===== src/rtl/adcpr_pkg.sv =====
package adcpr_pkg;
  // selector codes
  localparam logic [1:0]  SEL_RESULT   = 2'h0;
  localparam logic [1:0]  SEL_CONFIG   = 2'h1;
  localparam logic [1:0]  SEL_LOW      = 2'h2;
  localparam logic [1:0]  SEL_HIGH     = 2'h3;
  localparam int          SEL_W        = 2;
  // target address: upper five bits fixed, lower two from the offset pins
  localparam logic [6:0]  BASE_ADDR    = 7'h48;
  // reset values
  localparam logic [15:0] RESULT_RST   = 16'h0000;
  localparam logic [15:0] CONFIG_RST   = 16'h8583;
  localparam logic [15:0] LOW_RST      = 16'h8000;
  localparam logic [15:0] HIGH_RST     = 16'h7fff;
  localparam logic [7:0]  PTR_RST      = 8'h00;
  // saturation codes
  localparam logic [15:0] RESULT_MAX   = 16'h7fff;
  localparam logic [15:0] RESULT_MIN   = 16'h8000;
  // configuration field positions
  localparam int          CFG_START    = 15;
  localparam int          CFG_MUX_LSB  = 12;
  localparam int          CFG_GAIN_LSB = 9;
  localparam int          CFG_MODE     = 8;
  localparam int          CFG_RATE_LSB = 5;
  localparam int          CFG_CTYPE    = 4;
  localparam int          CFG_POL      = 3;
  localparam int          CFG_LATCH    = 2;
  localparam int          CFG_QUE_LSB  = 0;
  // byte position within a transfer
  localparam logic [1:0]  BYTE_ADDR    = 2'h0;
  localparam logic [1:0]  BYTE_PTR     = 2'h1;
  localparam logic [1:0]  BYTE_MSB     = 2'h2;
  localparam logic [1:0]  BYTE_LSB     = 2'h3;
  localparam logic [3:0]  BITS_BYTE    = 4'h8;
  localparam logic [3:0]  TX_LAST_BIT  = 4'h7;
  // pin synchroniser reset: {addr1, addr0, sda, scl}
  localparam logic [3:0]  PIN_RST      = 4'h3;
  typedef enum logic [2:0] {
    ST_IDLE,
    ST_RX,
    ST_ACK,
    ST_TX,
    ST_RACK
  } adcpr_state_type;
endpackage


===== src/rtl/adcpr_reg_if.sv =====
`timescale 1ns/10ps
interface adcpr_reg_if;
  logic        ptr_stb;
  logic [7:0]  ptr_byte;
  logic        wr_stb;
  logic [15:0] wr_data;
  logic [15:0] rd_data;
  modport link (output ptr_stb, output ptr_byte, output wr_stb, output wr_data,
                input rd_data);
  modport regs (input ptr_stb, input ptr_byte, input wr_stb, input wr_data,
                output rd_data);
endinterface


===== src/rtl/adcpr_pin_sync.sv =====
`timescale 1ns/10ps
module adcpr_pin_sync #(
  parameter int         W       = 4,
  parameter logic [W-1:0] RST_VAL = '0
) (
  // clock and reset
  input  wire logic         clk_in,
  input  wire logic         rst_in,
  // pins
  input  wire logic [W-1:0] pin_in,
  output logic      [W-1:0] level_out
);
  logic [W-1:0] s1_q;
  logic [W-1:0] s2_q;
  logic [W-1:0] s3_q;
  wire  [W-1:0] agree = ~(s2_q ^ s3_q);
  // a bit moves only once the second and third stages agree
  wire  [W-1:0] level_d = (agree & s2_q) | (~agree & level_out);

  always_ff @(posedge clk_in or posedge rst_in) begin
    if (rst_in) begin
      s1_q      <= RST_VAL;
      s2_q      <= RST_VAL;
      s3_q      <= RST_VAL;
      level_out <= RST_VAL;
    end else begin
      s1_q      <= pin_in;
      s2_q      <= s1_q;
      s3_q      <= s2_q;
      level_out <= level_d;
    end
  end
endmodule


===== src/rtl/adcpr_regs.sv =====
`timescale 1ns/10ps
module adcpr_regs
  import adcpr_pkg::*;
#(
  parameter bit HAS_MUX  = 1'b1,
  parameter bit HAS_GAIN = 1'b1,
  parameter bit HAS_COMP = 1'b1,
  parameter int RAW_W    = 18
) (
  // clock and reset
  input  wire logic             clk_in,
  input  wire logic             rst_in,
  // link side
  adcpr_reg_if.regs             bus,
  // converter
  input  wire logic             conv_busy_in,
  input  wire logic             conv_done_in,
  input  wire logic [RAW_W-1:0] conv_value_in,
  output logic                  conv_start_out,
  // configuration
  output logic      [15:0]      config_out,
  output logic      [15:0]      low_limit_out,
  output logic      [15:0]      high_limit_out
);
  localparam logic [15:0] CFG_MASK = {1'b0, {3{HAS_MUX}}, {3{HAS_GAIN}}, 4'hf, {5{HAS_COMP}}};

  logic [SEL_W-1:0] sel_q;
  logic [15:0]      result_q;

  function automatic logic hit(input logic [SEL_W-1:0] s, input logic [SEL_W-1:0] code);
    hit = (s == code);
  endfunction

  wire        wr_cfg   = bus.wr_stb & hit(sel_q, SEL_CONFIG);
  wire        wr_low   = bus.wr_stb & hit(sel_q, SEL_LOW) & HAS_COMP;
  wire        wr_high  = bus.wr_stb & hit(sel_q, SEL_HIGH) & HAS_COMP;
  // absent fields keep their reset pattern whatever is written
  wire [15:0] cfg_d    = (bus.wr_data & CFG_MASK) | (CONFIG_RST & ~CFG_MASK);
  wire        pwr_down = config_out[CFG_MODE] & ~conv_busy_in;
  wire        start_d  = wr_cfg & bus.wr_data[CFG_START] & pwr_down;
  wire        too_hi   = ~conv_value_in[RAW_W-1] & (|conv_value_in[RAW_W-2:15]);
  wire        too_lo   = conv_value_in[RAW_W-1] & ~(&conv_value_in[RAW_W-2:15]);
  wire [15:0] clipped  = too_hi ? RESULT_MAX : too_lo ? RESULT_MIN
                       : conv_value_in[15:0];
  wire [15:0] cfg_rd   = {~conv_busy_in, config_out[14:0]};
  wire [15:0] low_rd   = HAS_COMP ? low_limit_out : 16'h0000;
  wire [15:0] high_rd  = HAS_COMP ? high_limit_out : 16'h0000;

  always_comb begin
    unique case (sel_q)
      SEL_RESULT: bus.rd_data = result_q;
      SEL_CONFIG: bus.rd_data = cfg_rd;
      SEL_LOW:    bus.rd_data = low_rd;
      SEL_HIGH:   bus.rd_data = high_rd;
    endcase
  end

  always_ff @(posedge clk_in or posedge rst_in) begin
    if (rst_in) begin
      sel_q          <= PTR_RST[SEL_W-1:0];
      result_q       <= RESULT_RST;
      config_out     <= CONFIG_RST;
      low_limit_out  <= LOW_RST;
      high_limit_out <= HIGH_RST;
      conv_start_out <= 1'b0;
    end else begin
      // selector survives across transfers until the next pointer byte
      if (bus.ptr_stb) sel_q <= bus.ptr_byte[SEL_W-1:0];
      if (conv_done_in) result_q <= clipped;
      if (wr_cfg) config_out <= cfg_d;
      if (wr_low) low_limit_out <= bus.wr_data;
      if (wr_high) high_limit_out <= bus.wr_data;
      conv_start_out <= start_d;
    end
  end
  // a pair aimed at the result register is acknowledged and dropped
endmodule


===== src/rtl/adcpr_top.sv =====
// Overview of operation
// - write transfer: address byte, acknowledge, then pointer byte captured as selector.
// - pointer byte is acknowledged; controller may then STOP or restart.
// - reads return the register picked by the last written selector.
// - selector is kept across transfers until a later write changes it.
// - controller may not-acknowledge after any byte; device releases data line.
// - two low address bits follow the address-select pin.
// - results are 16-bit two's complement.
// - result saturates at 7fff and 8000 beyond full scale.
// - selector 0 result, 1 configuration, 2 low limit, 3 high limit.
// - exactly four data registers, reached only through the write-only pointer.
// - result reads zero from reset until the first conversion; read-only.
// - result register always holds the latest completed conversion.
// - configuration register resets to 8583.
// - configuration fields: start, input, gain, mode, rate, type, polarity, latch, queue.
// - limit registers set comparator limits; absent without comparator.
// - 16-bit values travel most significant byte first, each byte acknowledged.
// - target address is 1001000 plus a two-bit pin offset.
// - start bit written one starts a conversion only when powered down.
`timescale 1ns/10ps
module adcpr_top
  import adcpr_pkg::*;
#(
  parameter bit HAS_MUX  = 1'b1,
  parameter bit HAS_GAIN = 1'b1,
  parameter bit HAS_COMP = 1'b1,
  parameter int RAW_W    = 18
) (
  // clock and reset
  input  wire logic             clk_in,
  input  wire logic             rst_in,
  // serial bus pins
  input  wire logic             scl_in,
  input  wire logic             sda_in,
  output logic                  sda_out,
  output logic                  sda_oe_out,
  // address-select pin, already decoded to two levels
  input  wire logic             addr_offset_bit0_in,
  input  wire logic             addr_offset_bit1_in,
  // converter
  input  wire logic             conv_busy_in,
  input  wire logic             conv_done_in,
  input  wire logic [RAW_W-1:0] conv_value_in,
  output logic                  conv_start_out,
  // configuration fields
  output logic      [2:0]       input_select_out,
  output logic      [2:0]       gain_range_out,
  output logic                  single_shot_out,
  output logic      [2:0]       sample_rate_out,
  output logic                  window_mode_out,
  output logic                  alert_polarity_out,
  output logic                  alert_latch_out,
  output logic      [1:0]       alert_queue_out,
  // comparator limits
  output logic      [15:0]      low_limit_out,
  output logic      [15:0]      high_limit_out
);
  adcpr_reg_if reg_bus ();

  logic [3:0]      pins_s;
  logic [15:0]     config_w;
  adcpr_state_type state_q;
  adcpr_state_type state_d;
  logic            scl_prev_q;
  logic            sda_prev_q;
  logic [3:0]      bit_q;
  logic [3:0]      bit_d;
  logic [1:0]      byte_q;
  logic [1:0]      byte_d;
  logic            rd_q;
  logic            rd_d;
  logic [7:0]      shift_q;
  logic [7:0]      shift_d;
  logic [7:0]      hold_q;
  logic [7:0]      hold_d;
  logic [15:0]     tx_q;
  logic [15:0]     tx_d;
  logic            lsb_q;
  logic            lsb_d;
  logic            low_q;
  logic            low_d;
  // one-cycle strobes towards the register bank
  logic            ptr_stb;
  logic            wr_stb;

  // the data line moves about five clocks after a fall of the serial clock
  // pin, so that clock must stay low for at least six clocks; a faster
  // controller would see data change while its clock is high
  adcpr_pin_sync #(
    .W       (4),
    .RST_VAL (PIN_RST)
  ) u_sync (
    .clk_in    (clk_in),
    .rst_in    (rst_in),
    .pin_in    ({addr_offset_bit1_in, addr_offset_bit0_in, sda_in, scl_in}),
    .level_out (pins_s)
  );

  adcpr_regs #(
    .HAS_MUX  (HAS_MUX),
    .HAS_GAIN (HAS_GAIN),
    .HAS_COMP (HAS_COMP),
    .RAW_W    (RAW_W)
  ) u_regs (
    .clk_in         (clk_in),
    .rst_in         (rst_in),
    .bus            (reg_bus.regs),
    .conv_busy_in   (conv_busy_in),
    .conv_done_in   (conv_done_in),
    .conv_value_in  (conv_value_in),
    .conv_start_out (conv_start_out),
    .config_out     (config_w),
    .low_limit_out  (low_limit_out),
    .high_limit_out (high_limit_out)
  );

  // bus events from the filtered pin levels
  wire       scl_s    = pins_s[0];
  wire       sda_s    = pins_s[1];
  wire [1:0] offset_s = pins_s[3:2];
  wire       scl_rise = scl_s & ~scl_prev_q;
  wire       scl_fall = ~scl_s & scl_prev_q;
  wire       start_ev = scl_s & scl_prev_q & sda_prev_q & ~sda_s;
  wire       stop_ev  = scl_s & scl_prev_q & ~sda_prev_q & sda_s;
  // offset pins are watched continuously, not latched at reset
  wire [6:0] own_addr = {BASE_ADDR[6:2], offset_s};
  wire       addr_hit = (shift_q[7:1] == own_addr);
  wire       byte_end = scl_fall & (bit_q == BITS_BYTE);
  // after the lsb, a further acknowledged byte restarts from a fresh msb
  wire [15:0] next_tx = lsb_q ? reg_bus.rd_data : tx_q;
  // byte engine helpers
  wire        take_bit  = scl_rise & (bit_q != BITS_BYTE);
  wire [3:0]  bit_next  = bit_q + 4'h1;
  wire [7:0]  shift_nx  = {shift_q[6:0], sda_s};
  wire        is_read   = shift_q[0];
  wire        tx_last   = (bit_q == TX_LAST_BIT);
  wire [15:0] tx_shift  = {tx_q[14:0], 1'b0};
  wire        tx_low_nx = ~tx_q[14];
  wire        ctrl_nack = scl_rise & sda_s;
  wire        rd_low    = ~reg_bus.rd_data[15];
  wire        nx_low    = ~next_tx[15];

  assign reg_bus.ptr_stb  = ptr_stb;
  assign reg_bus.ptr_byte = shift_q;
  assign reg_bus.wr_stb   = wr_stb;
  assign reg_bus.wr_data  = {hold_q, shift_q};

  // open-drain: only ever pulls low
  assign sda_out    = 1'b0;
  assign sda_oe_out = low_q;

  // configuration fields straight from the register bank
  assign input_select_out   = config_w[CFG_MUX_LSB +: 3];
  assign gain_range_out     = config_w[CFG_GAIN_LSB +: 3];
  assign single_shot_out    = config_w[CFG_MODE];
  assign sample_rate_out    = config_w[CFG_RATE_LSB +: 3];
  assign window_mode_out    = config_w[CFG_CTYPE];
  assign alert_polarity_out = config_w[CFG_POL];
  assign alert_latch_out    = config_w[CFG_LATCH];
  assign alert_queue_out    = config_w[CFG_QUE_LSB +: 2];

  always_comb begin
    state_d = state_q;
    bit_d   = bit_q;
    byte_d  = byte_q;
    rd_d    = rd_q;
    shift_d = shift_q;
    hold_d  = hold_q;
    tx_d    = tx_q;
    lsb_d   = lsb_q;
    low_d   = low_q;
    ptr_stb = 1'b0;
    wr_stb  = 1'b0;
    if (stop_ev) begin
      // a stop anywhere drops the transfer; the selector is kept
      state_d = ST_IDLE;
      low_d   = 1'b0;
    end else if (start_ev) begin
      // repeated start is handled like a fresh one
      state_d = ST_RX;
      bit_d   = 4'h0;
      byte_d  = BYTE_ADDR;
      low_d   = 1'b0;
    end else begin
      unique case (state_q)
        ST_IDLE: begin
          // only a start wakes the engine
          low_d = 1'b0;
        end
        ST_RX: begin
          if (take_bit) begin
            shift_d = shift_nx;
            bit_d   = bit_next;
          end
          if (byte_end) begin
            state_d = ST_ACK;
            low_d   = 1'b1;
            unique case (byte_q)
              BYTE_ADDR: begin
                if (addr_hit) begin
                  rd_d   = is_read;
                  byte_d = BYTE_PTR;
                end else begin
                  // not ours: stay off the line until the next start
                  state_d = ST_IDLE;
                  low_d   = 1'b0;
                end
              end
              BYTE_PTR: begin
                // upper pointer bits are ignored
                ptr_stb = 1'b1;
                byte_d  = BYTE_MSB;
              end
              BYTE_MSB: begin
                hold_d = shift_q;
                byte_d = BYTE_LSB;
              end
              BYTE_LSB: begin
                // the pair commits here; a lone trailing byte never gets this far
                wr_stb = 1'b1;
                byte_d = BYTE_MSB;
              end
            endcase
          end
        end
        ST_ACK: begin
          if (scl_fall) begin
            bit_d = 4'h0;
            if (rd_q) begin
              // snapshot the selected register so both bytes belong together
              state_d = ST_TX;
              tx_d    = reg_bus.rd_data;
              lsb_d   = 1'b0;
              low_d   = rd_low;
            end else begin
              state_d = ST_RX;
              low_d   = 1'b0;
            end
          end
        end
        ST_TX: begin
          // the msb left at the acknowledge fall; seven more falls send the rest and the eighth ends the byte
          if (scl_fall) begin
            tx_d = tx_shift;
            if (tx_last) begin
              state_d = ST_RACK;
              low_d   = 1'b0;
            end else begin
              bit_d = bit_next;
              low_d = tx_low_nx;
            end
          end
        end
        ST_RACK: begin
          // the controller's acknowledge is read on the rise
          if (ctrl_nack) begin
            state_d = ST_IDLE;
            low_d   = 1'b0;
          end else if (scl_fall) begin
            state_d = ST_TX;
            bit_d   = 4'h0;
            tx_d    = next_tx;
            lsb_d   = ~lsb_q;
            low_d   = nx_low;
          end
        end
      endcase
    end
  end

  always_ff @(posedge clk_in or posedge rst_in) begin
    if (rst_in) begin
      state_q    <= ST_IDLE;
      scl_prev_q <= 1'b1;
      sda_prev_q <= 1'b1;
      bit_q      <= 4'h0;
      byte_q     <= BYTE_ADDR;
      rd_q       <= 1'b0;
      shift_q    <= 8'h00;
      hold_q     <= 8'h00;
      tx_q       <= 16'h0000;
      lsb_q      <= 1'b0;
      low_q      <= 1'b0;
    end else begin
      state_q    <= state_d;
      scl_prev_q <= scl_s;
      sda_prev_q <= sda_s;
      bit_q      <= bit_d;
      byte_q     <= byte_d;
      rd_q       <= rd_d;
      shift_q    <= shift_d;
      hold_q     <= hold_d;
      tx_q       <= tx_d;
      lsb_q      <= lsb_d;
      low_q      <= low_d;
    end
  end
endmodule


===== config.mk =====
export PLATFORM = sky130hd
export DESIGN_NAME = adcpr_top
export DESIGN_NICKNAME = d
export VERILOG_FILES = /design/src/rtl/adcpr_pkg.sv /design/src/rtl/adcpr_reg_if.sv /design/src/rtl/adcpr_pin_sync.sv /design/src/rtl/adcpr_regs.sv /design/src/rtl/adcpr_top.sv
export SDC_FILE = /design/constraint.sdc
export NUM_CORES = 1
export LEC_CHECK = 0
export BUFFER_PORTS_ARGS = -buffer_cell sky130_fd_sc_hd__buf_2
export CORE_MARGIN = 8
export CORE_UTILIZATION = 38
export DETAILED_ROUTE_END_ITERATION = 6
export MAX_ROUTING_LAYER = met4
export SETUP_SLACK_MARGIN = 0.05
export SYNTH_ARGS = -nofsm -noshare
export SYNTH_HDL_FRONTEND = slang
export SYNTH_SLANG_ARGS = --single-unit

===== constraint.sdc =====
create_clock -name clk_in -period 4.4 [get_ports clk_in]
set_input_delay 0.22 -clock clk_in [delete_from_list [all_inputs] [get_ports clk_in]]
set_output_delay 0.22 -clock clk_in [all_outputs]
set_load 0.02 [all_outputs]

==> results_dict.tcl, run 1 <==
set metrics [dict create \
    slowest_stage "and3_4" \
    worstSetupEndpointType "flip-flop" \
    holdWs_ns 0.07726 \
    run_status "finished clean" \
    dieArea_sq_mm 0.01973 \
    drive_above_1_share 0.4365 \
    drtPass1Iterations 5 \
    synth_edf_count 0 \
    cts_buffer_depth 2 \
    met2_length_um 7011 \
    regArea_sq_mm 0.003242 \
    fin_skew_ns 0.007284 \
    clk_pin_slew_ns 0.06 \
    vias 3955 \
    cts_root_buffer "clkbuf_16" \
    relSlewSlack 0.1722 \
    fp.dieW_um 140.5 \
    clock-sinks 128 \
    grt-ovfl-total 0 \
    setup_violations 0 \
    cellPowerDensity_mw_per_mm2 421.2 \
    area_growth_pct 19.55 \
    crit_chain "inv_1 > ha_1 > nand3b_1 > nor4b_4 > and3_1 > and3_4 > mux2_2" \
    switching_share 0.2311 \
    clk_latency_ns 0.41 \
    intPower_mw 2.279 \
    worstSetupPathType "reg2reg" \
    initial_utilization 0.3873 \
    grt_pass1_wl_um 22980 \
    nFillCells 1398 \
    coreArea_sq_mm 0.01520 \
    routed_via_density 5.410 \
    synthesis.nets 479 \
    crit_required_ns 4.69 \
    place_congestion 0.8495 \
    final_antenna_net_count 0 \
    layout_common_cells "dfrtp_1 (97), buf_2 (74), mux2_2 (60), dfstp_2 (31), nor2_1 (28)" \
    yosys_warnings 0 \
    grtUsageTotal 0.1528 \
    grt_pass1_vias 4141 \
    cts_buffers 17 \
    holdCritPathClass "in2reg" \
    ys.flop_type "dfrtp_1" \
    cts_tree "done" \
    top_layer "met4" \
    maxCapViolCount 0 \
    num_io_pins 76 \
    ys_seq_area_frac 0.5506 \
    place_ws_ns 1.888 \
    port-buffer-count 74 \
    antenna_found_initial 0 \
    switching_power_mw 0.6852 \
    met1Wirelength_um 6449 \
    htreeDepth 4 \
    leakagePower_nw 3.374 \
    multi_input_area_sq_mm 0.002381 \
    fin_ws_ns 1.913 \
    fin_nets 558 \
    diodes 0 \
    synth_top_cell_area_share 0.4122 \
    drt_iter0_markers 245 \
    fin_crit_sh 0.5652 \
    setup-tns-final_ns 0 \
    tightest_slew_ns 1.237 \
    synth_area_leader_cell "dfrtp_1" \
    cp_slowest_stage_delay_ns 0.44 \
    wl_met3_um 586 \
    slew_viol_final 0 \
    arrival_ns 2.78 \
    cp-start-kind "flip-flop" \
    rsz0062_at_grt "false" \
    ys_top_cells_by_area "dfrtp_1 (41%), dfstp_2 (14%), mux2_2 (11%), mux4_2 (6.1%), mux2_4 (2.5%)" \
    wl_um 14170 \
    grt_max_degree 55 \
    avgSynthCellArea_sq_um 13.06 \
    netlist_instances 451 \
    power_frac_comb 0.079 \
    max_freq_ghz 0.4021 \
    crit_fanout 16 \
    syn-cell-area_sq_mm 0.005888 \
    hold_violations 0 \
    drc 0 \
    p_clk_frac 0.484 \
    ys_types 64 \
    hpwl_um 9572 \
    die_h_um 140.5 \
    synthArstFlopShare 1.000 \
    min_period_ns 2.487 \
    wire_per_inst_um 19.39 \
    peakVddDrop_v 0.0002752 \
    final_common_cell "dfrtp_1" \
    row_count 45 \
    ys_ff_latch 128 \
    p_seq_frac 0.437 \
]
## path summary, 6_finish.rpt
kind / to / from / slack (ns) / depth (start not counted)
setup / recovery: u_regs.high_limit_out[15] / bit_q[0] / 1.91 / 7
hold / removal: u_regs.result_q[14] / conv_value_in[14] / 0.08 / 3
setup reg to reg: u_regs.high_limit_out[15] / bit_q[0] / 1.91 / 7
hold reg to reg: u_sync.s2_q[3] / u_sync.s1_q[3] / 0.35 / 0
max in group asynchronous: u_regs.high_limit_out[13] / rst_in / 2.93 / 4
min in group asynchronous: sda_oe_out / rst_in / 0.48 / 3
## registers in the layout, indices dropped and copies added, names as in the netlist, named ones only
name                   count
u_regs.config_out         15
sda_prev_q                 1
state_q                    3
rd_q                       1
u_regs.result_q           16
u_sync.s2_q                4
bit_q                      4
u_sync.s1_q                4
u_regs.low_limit_out      16
u_regs.high_limit_out     16
hold_q                     8
u_regs.sel_q               2
u_sync.s3_q                4
sda_oe_out                 1
tx_q                      16
byte_q                     2
lsb_q                      1
reg_bus.ptr_byte           8
u_regs.conv_start_out      1
scl_prev_q                 1
## critical path, delay by kind of cell (launching register included)
kind / cells / cell delay, ns
muxes: 1 / 0.37
adders and majority gates: 1 / 0.14
and+or+nand+nor: 4 / 1.36
DFF: 1 / 0.42
buffers and inverters: 1 / 0.07
## per-layer routing
layer / vias to the layer above / track usage
met4: 0 / 0.03733
met3: 10 / 0.03670
met2: 118 / 0.2423
li1: 1791 / -
met1: 2036 / 0.1943
met5: - / -
## logic make-up (layout without fill, tap and decap cells)
logic type,count (synthesis),in the layout,synth area share
AOI/OAI and AO/OA,91,91,0.1029
xor gates and xnor gates,3,3,0.004463
adders and majority gates,6,6,0.01105
buffers and inverters,52,144,0.04505
DFF,128,128,0.5506
muxes,87,87,0.2031
other,1,1,0.0006369
and+or+nand+nor,83,83,0.08224
## area by class of cell
class                   count  share of cell area
flip-flops and latches    128              0.4605
well taps                 188             0.03342
repair buffers             85             0.06648
clock inverters             8             0.01813
clock buffers              24             0.06843
multi-input cells         271              0.3383
inverters                  27             0.01475
## Yosys cell counts, types with 2 or more instances
cell      count
a21boi_0      2
a21o_1        2
a21oi_1      17
a22oi_1      15
and3_1        2
buf_1         3
buf_2         7
buf_6         4
clkbuf_1      8
dfrtp_1      97
dfstp_2      31
ha_1          2
inv_1        27
maj3_1        4
mux2_2       60
mux2_4       10
mux4_2       16
nand2_1      19
nand3_1       6
nand3b_1      4
nand3b_4      2
nor2_1       28
nor2b_1       4
o211ai_1     16
o21ai_0      24
xor2_1        3
## power by group through the flow
| stage | Combinational (mW) | Sequential, mW | Clock, mW |
|---|---|---|---|
| after floorplan | 0.184 | 1.28 | 0 |
| after global placement | 0.225 | 1.31 | 0 |
| after detailed placement | 0.230 | 1.32 | 0 |
| after CTS | 0.236 | 1.30 | 1.47 |
| after global routing | 0.262 | 1.30 | 1.52 |
| final | 0.233 | 1.30 | 1.43 |
## per-stage QoR
stage	power (mW)	instance area [sq um]	utilization	instances
global placement	1.537	6370	0.4190	693
finish	2.965	7039	0.4630	731
CTS	3.000	7039	0.4630	731
global route	3.087	7039	0.4630	731
detailed placement	1.545	6370	0.4190	693
floorplan	1.468	5888	-	451
## repair_timing
item | CTS | global route
setup buffers | 0 | 0
hold buffers | 6 | 0
resized for setup | 0 | 0
endpoints found under the hold margin | 42 | 0
Power figures use the tool's default switching activity.
==> run 2, diff against run 1 <==
--- a/config.mk
+++ b/config.mk
@@ -5,6 +5,7 @@
 export SDC_FILE = /design/constraint.sdc
 export NUM_CORES = 1
 export LEC_CHECK = 0
+export ABC_AREA = 1
 export BUFFER_PORTS_ARGS = -buffer_cell sky130_fd_sc_hd__buf_2
 export CORE_MARGIN = 8
 export CORE_UTILIZATION = 38
==> constraint.sdc (replaced) <==
create_clock -name clk_in -period 2.2 [get_ports clk_in]
set_input_delay 0.11 -clock clk_in [delete_from_list [all_inputs] [get_ports clk_in]]
set_output_delay 0.11 -clock clk_in [all_outputs]
set_load 0.02 [all_outputs]
==> results_dict.tcl, run 2 <==
set metrics [dict create \
    wl_um 15110 \
    fin_nets 828 \
    p_clk_frac 0.485 \
    coreArea_sq_mm 0.01509 \
    cts_resized 0 \
    synth_common_cells "nand2_1 (226), dfrtp_1 (97), o21ai_0 (75)" \
    synthesis.nets 726 \
    slew_viol_final 0 \
    rsz0062_at_grt "false" \
    arrival_ns 2.19 \
    clk_pin_slew_ns 0.06 \
    min_period_ns 1.900 \
    drive_above_1_share 0.2189 \
    ys_ff_latch 128 \
    nFillCells 1464 \
    stdcell_area_sq_mm 0.007221 \
    wire_per_inst_um 15.09 \
    final_cells 1001 \
    ys_top_cells_by_area "dfrtp_1 (42%), nand2_1 (15%), dfstp_2 (14%), o21ai_0 (6.5%), o21ai_1 (5.3%)" \
    antenna_found_initial 0 \
    placed_area_sq_mm 0.006425 \
    relSlewSlack 0.5017 \
    synth_edf_count 0 \
    yosysMostFrequentCell "nand2_1" \
    synth_top_cell_area_share 0.4181 \
    hold_violations 0 \
    fp.dieW_um 139.6 \
    cp_slowest_stage_delay_ns 0.54 \
    regArea_sq_mm 0.003242 \
    layout_common_cells "nand2_1 (226), dfrtp_1 (97), o21ai_0 (75), buf_2 (74), o21ai_1 (61)" \
    grtUsageTotal 0.1670 \
    num_io_pins 76 \
    leakagePower_nw 3.435 \
    cts_root_buffer "clkbuf_16" \
    holdWs_ns 0.05792 \
    area_growth_pct 24.38 \
    port-buffer-count 74 \
    syn-cell-area_sq_mm 0.005806 \
    clock-sinks 128 \
    synthArstFlopShare 1.000 \
    netlist_instances 698 \
    crit_top_cell "nand2_1" \
    routed_via_density 4.850 \
    crit_fanout 32 \
    final_util 0.4785 \
    dieArea_sq_mm 0.01949 \
    switching_share 0.2535 \
    drc 0 \
    avgSynthCellArea_sq_um 8.317 \
    multi_input_area_sq_mm 0.002191 \
    clk_latency_ns 0.42 \
    grt_max_degree 38 \
    slowest_stage "dfstp_2" \
    run_status "finished clean" \
    grt_pass1_wl_um 25170 \
    max_freq_ghz 0.5262 \
    grt-ovfl-total 0 \
    hpwl_um 10550 \
    ys.flop_type "dfrtp_1" \
    fin_skew_ns 0.01021 \
    ys_seq_area_frac 0.5584 \
    worstSetupEndpointType "flip-flop" \
    dp.cells 948 \
    power_frac_comb 0.076 \
    cellPowerDensity_mw_per_mm2 801.6 \
    switching_power_mw 1.467 \
    yosys_warnings 0 \
    initial_utilization 0.3847 \
    crit_required_ns 2.49 \
    cts_buffer_depth 2 \
    cts_buffers 17 \
    intPower_mw 4.321 \
    peakVddDrop_v 0.0005303 \
    cts_tree "done" \
    synth_area_leader_cell "dfrtp_1" \
    setup_violations 0 \
    die_h_um 139.6 \
    ys_types 34 \
    final_common_cell "nand2_1" \
    worstSetupPathType "reg2reg" \
    drt_iter0_markers 322 \
    drtPass1Iterations 4 \
    row_count 45 \
    tightest_slew_ns 0.7447 \
    grt_pass1_vias 4820 \
    p_seq_frac 0.439 \
    setup-tns-final_ns 0 \
    cp-start-kind "flip-flop" \
    place_congestion 0.9087 \
    vias 4855 \
    fin_crit_sh 0.8638 \
    final_antenna_net_count 0 \
    crit_chain "nand2_1 > inv_2 > nand3_2 > nor4_4 > nand2_2 > nand2_1 > o21ai_1" \
    holdCritPathClass "in2reg" \
    htreeDepth 4 \
    diodes 0 \
    maxCapViolCount 0 \
]
[run 2: final timing paths]
check | startpoint | endpoint | slack (ns) | depth (start not counted)
setup / recovery | scl_prev_q | u_regs.low_limit_out[2] | 0.30 | 7
hold / removal | conv_busy_in | u_regs.conv_start_out | 0.06 | 4
setup reg to reg | scl_prev_q | u_regs.low_limit_out[2] | 0.30 | 7
hold reg to reg | u_sync.s1_q[1] | u_sync.s2_q[1] | 0.35 | 0
max in group asynchronous | rst_in | u_regs.high_limit_out[12] | 1.21 | 4
min in group asynchronous | rst_in | u_sync.s3_q[2] | 0.33 | 3
[run 2: per-stage QoR]
step | power [mW] | setup WS (ns)
after global placement | 2.988 | 0.3736
after floorplan | 2.856 | 0.5341
after CTS | 5.841 | 0.3033
final | 5.788 | 0.2996
after detailed placement | 2.994 | 0.3152
after global routing | 6.020 | 0.08466
[run 2: final cells by class]
class,instances,area share
Timing Repair Buffer,108,0.09912
Clock inverter,14,0.02166
Inverter,66,0.03483
Sequential cell,128,0.4490
Multi-Input combinational cell,479,0.3034
Tap cell,188,0.03258
Clock buffer,18,0.05944
[run 2: power by group through the flow]
stage	clock network, mW	logic, mW	registers (mW)
after floorplan	0	0.298	2.56
after global placement	0	0.411	2.58
after detailed placement	0	0.414	2.58
after CTS	2.85	0.445	2.54
after global routing	2.95	0.514	2.56
final	2.81	0.438	2.54
[run 2: metal layers]
layer | vias up | global-route usage | wire length (um)
met2 | 123 | 0.2478 | 6877
met3 | 18 | 0.04172 | 639
met4 | 0 | 0.06286 | 320
met5 | - | - | 0
li1 | 2450 | - | -
met1 | 2264 | 0.2168 | 7268
[run 2: kinds of logic (layout without fill, tap and decap cells)]
logic type,count (synthesis),in the layout,synth area share
compound gates,146,146,0.1280
xor+xnor,1,1,0.001509
fa+ha+maj,6,6,0.01121
buf+inv,91,206,0.06423
flops,128,128,0.5584
other cells,1,1,0.0006459
simple gates,325,325,0.2360
[run 2: repair_timing]
item | 4_1_cts | 5_1_grt
hold buffers | 21 | 0
setup buffers | 0 | 0
hold endpoints to repair | 38 | 0
[run 2: worst max-delay path: cells and delay by family (launching register included)]
family | cells | cell delay, ns
DFF | 1 | 0.54
and+or+nand+nor | 5 | 1.04
AOI/OAI and AO/OA | 1 | 0.08
buffers and inverters | 1 | 0.10
==> run 3, diff against run 2 <==
--- a/config.mk
+++ b/config.mk
@@ -5,7 +5,7 @@
 export SDC_FILE = /design/constraint.sdc
 export NUM_CORES = 1
 export LEC_CHECK = 0
-export ABC_AREA = 1
+export ABC_AREA = 0
 export BUFFER_PORTS_ARGS = -buffer_cell sky130_fd_sc_hd__buf_2
 export CORE_MARGIN = 8
 export CORE_UTILIZATION = 38
==> results_dict.tcl, run 3 (synthesis gave the netlist of run 1 again) <==
set metrics [dict create \
    coreArea_sq_mm 0.01520 \
    wire_per_inst_um 19.46 \
    drtPass1Iterations 5 \
    final_common_cell "dfrtp_1" \
    nFillCells 1347 \
    worstHoldPathCells 2 \
    grtUsageTotal 0.1614 \
    fin_crit_sh 0.9731 \
    cp-start-kind "flip-flop" \
    holdCritPathClass "in2reg" \
    drc 0 \
    r2r-end "bit_q[3]" \
    die_h_um 140.5 \
    row_count 45 \
    worstSetupEndpointType "flip-flop" \
    drt_iter0_markers 343 \
    slew_viol_final 0 \
    cts_buffers 17 \
    place_ws_ns -0.02644 \
    run_status "finished clean" \
    final_cells 769 \
    area_growth_pct 28.96 \
    drive_above_1_share 0.4630 \
    leakagePower_nw 3.629 \
    relSlewSlack 0.1656 \
    port-buffer-count 74 \
    stdcell_area_sq_mm 0.007594 \
    diodes 0 \
    cts_buffer_depth 2 \
    hold_violations 0 \
    tightest_slew_ns 1.247 \
    place_congestion 0.8310 \
    cellPowerDensity_mw_per_mm2 808.8 \
    hpwl_um 10060 \
    arrival_ns 2.49 \
    crit_required_ns 2.55 \
    grt_pass1_wl_um 24140 \
    antenna_found_initial 0 \
    min_to "u_regs.result_q[1]" \
    htreeDepth 4 \
    reg2reg_from "scl_prev_q" \
    fin_skew_ns 0.01514 \
    dieArea_sq_mm 0.01973 \
    cts_tree "done" \
    clk_latency_ns 0.42 \
    final_antenna_net_count 0 \
    fin_ws_ns 0.05926 \
    clk_pin_slew_ns 0.06 \
    min_period_ns 2.141 \
    layout_common_cells "dfrtp_1 (97), buf_2 (74), mux2_2 (45), dfstp_2 (31), nor2_1 (27)" \
    routed_via_density 5.280 \
    min_from "conv_done_in" \
    num_io_pins 76 \
    r2r_setup_slack_ns 0.06 \
    cts_root_buffer "clkbuf_16" \
    dp.cells 712 \
    fin_nets 596 \
    placed_area_sq_mm 0.006601 \
    ff2ff_path_depth 6 \
    grt_pass1_vias 4413 \
    fp.dieW_um 140.5 \
    clock-sinks 128 \
    rsz0062_at_grt "true" \
    max_freq_ghz 0.4671 \
    peakVddDrop_v 0.0005133 \
    grt_max_degree 83 \
    worstSetupPathType "reg2reg" \
    crit_fanout 7 \
    maxCapViolCount 0 \
    vias 4060 \
    initial_utilization 0.3873 \
    grt-ovfl-total 0 \
    setup_violations 0 \
    wl_um 14960 \
]
==> run 3: critical path, cell delays in order (launching register included) <==
cell       delay [ns]
dfstp_2          0.53
buf_4            0.13
nor2b_1          0.24
nand2_1          0.09
a221o_1          0.42
a2111oi_0        0.50
a211o_1          0.16
==> run 3: stage by stage <==
stage / utilization / setup TNS [ns] / total power, mW / hold WS (ns)
after floorplan: - / 0 / 2.937 / 0.1145
after global placement: 0.4342 / 0 / 3.115 / 0.1639
after detailed placement: 0.4342 / -0.05194 / 3.134 / 0.1726
after CTS: 0.4933 / 0 / 6.174 / 0.2178
after global routing: 0.4995 / -0.01008 / 6.394 / 0.2451
final: 0.4995 / 0 / 6.142 / 0.2367
==> run 3: worst max-delay path by stage <==
stage	startpoint	end	slack [ns]	cells past startpoint
floorplan	bit_q[0]	u_regs.high_limit_out[0]	0.02	10
global placement	bit_q[0]	u_regs.config_out[12]	0.06	8
detailed placement	state_q[2]	tx_q[7]	-0.03	6
CTS	bit_q[0]	u_regs.high_limit_out[12]	0.08	8
global route	state_q[2]	bit_q[3]	-0.01	5
finish	scl_prev_q	bit_q[3]	0.06	6
==> run 3: where the power goes <==
| part | switching, mW | internal, mW |
|---|---|---|
| combinational | 0.301 | 0.276 |
| clock | 1.06 | 1.93 |
| sequential | 0.105 | 2.47 |
| total | 1.47 | 4.67 |
==> run 3: timing repair <==
action | in CTS | in global routing
endpoints found under the setup margin | 43 | 59
endpoints found under the hold margin | 31 | 0
buffers inserted | 2 | 1
hold buffers | 22 | 0
gates resized for setup | 2 | 22
pin swaps | 0 | 3
==> run 3: area by class of cell <==
type / count / area, sq um / area share
clock inverter: 13 / 186.4 / 0.02455
sequential: 128 / 3242 / 0.4269
multi-input combinational: 271 / 2472 / 0.3256
clock buffer: 19 / 442.9 / 0.05833
inverter: 27 / 105.1 / 0.01384
tap: 188 / 235.2 / 0.03098
timing repair buffer: 123 / 909.6 / 0.1198
==> run 3: layer usage <==
| metal | GRT usage | part of all wire | vias up |
|---|---|---|---|
| li1 | - | - | 1872 |
| met3 | 0.03330 | 0.034 | 18 |
| met4 | 0.05995 | 0.012 | 0 |
| met5 | - | 0 | - |
| met1 | 0.1995 | 0.45 | 2065 |
| met2 | 0.2577 | 0.50 | 105 |
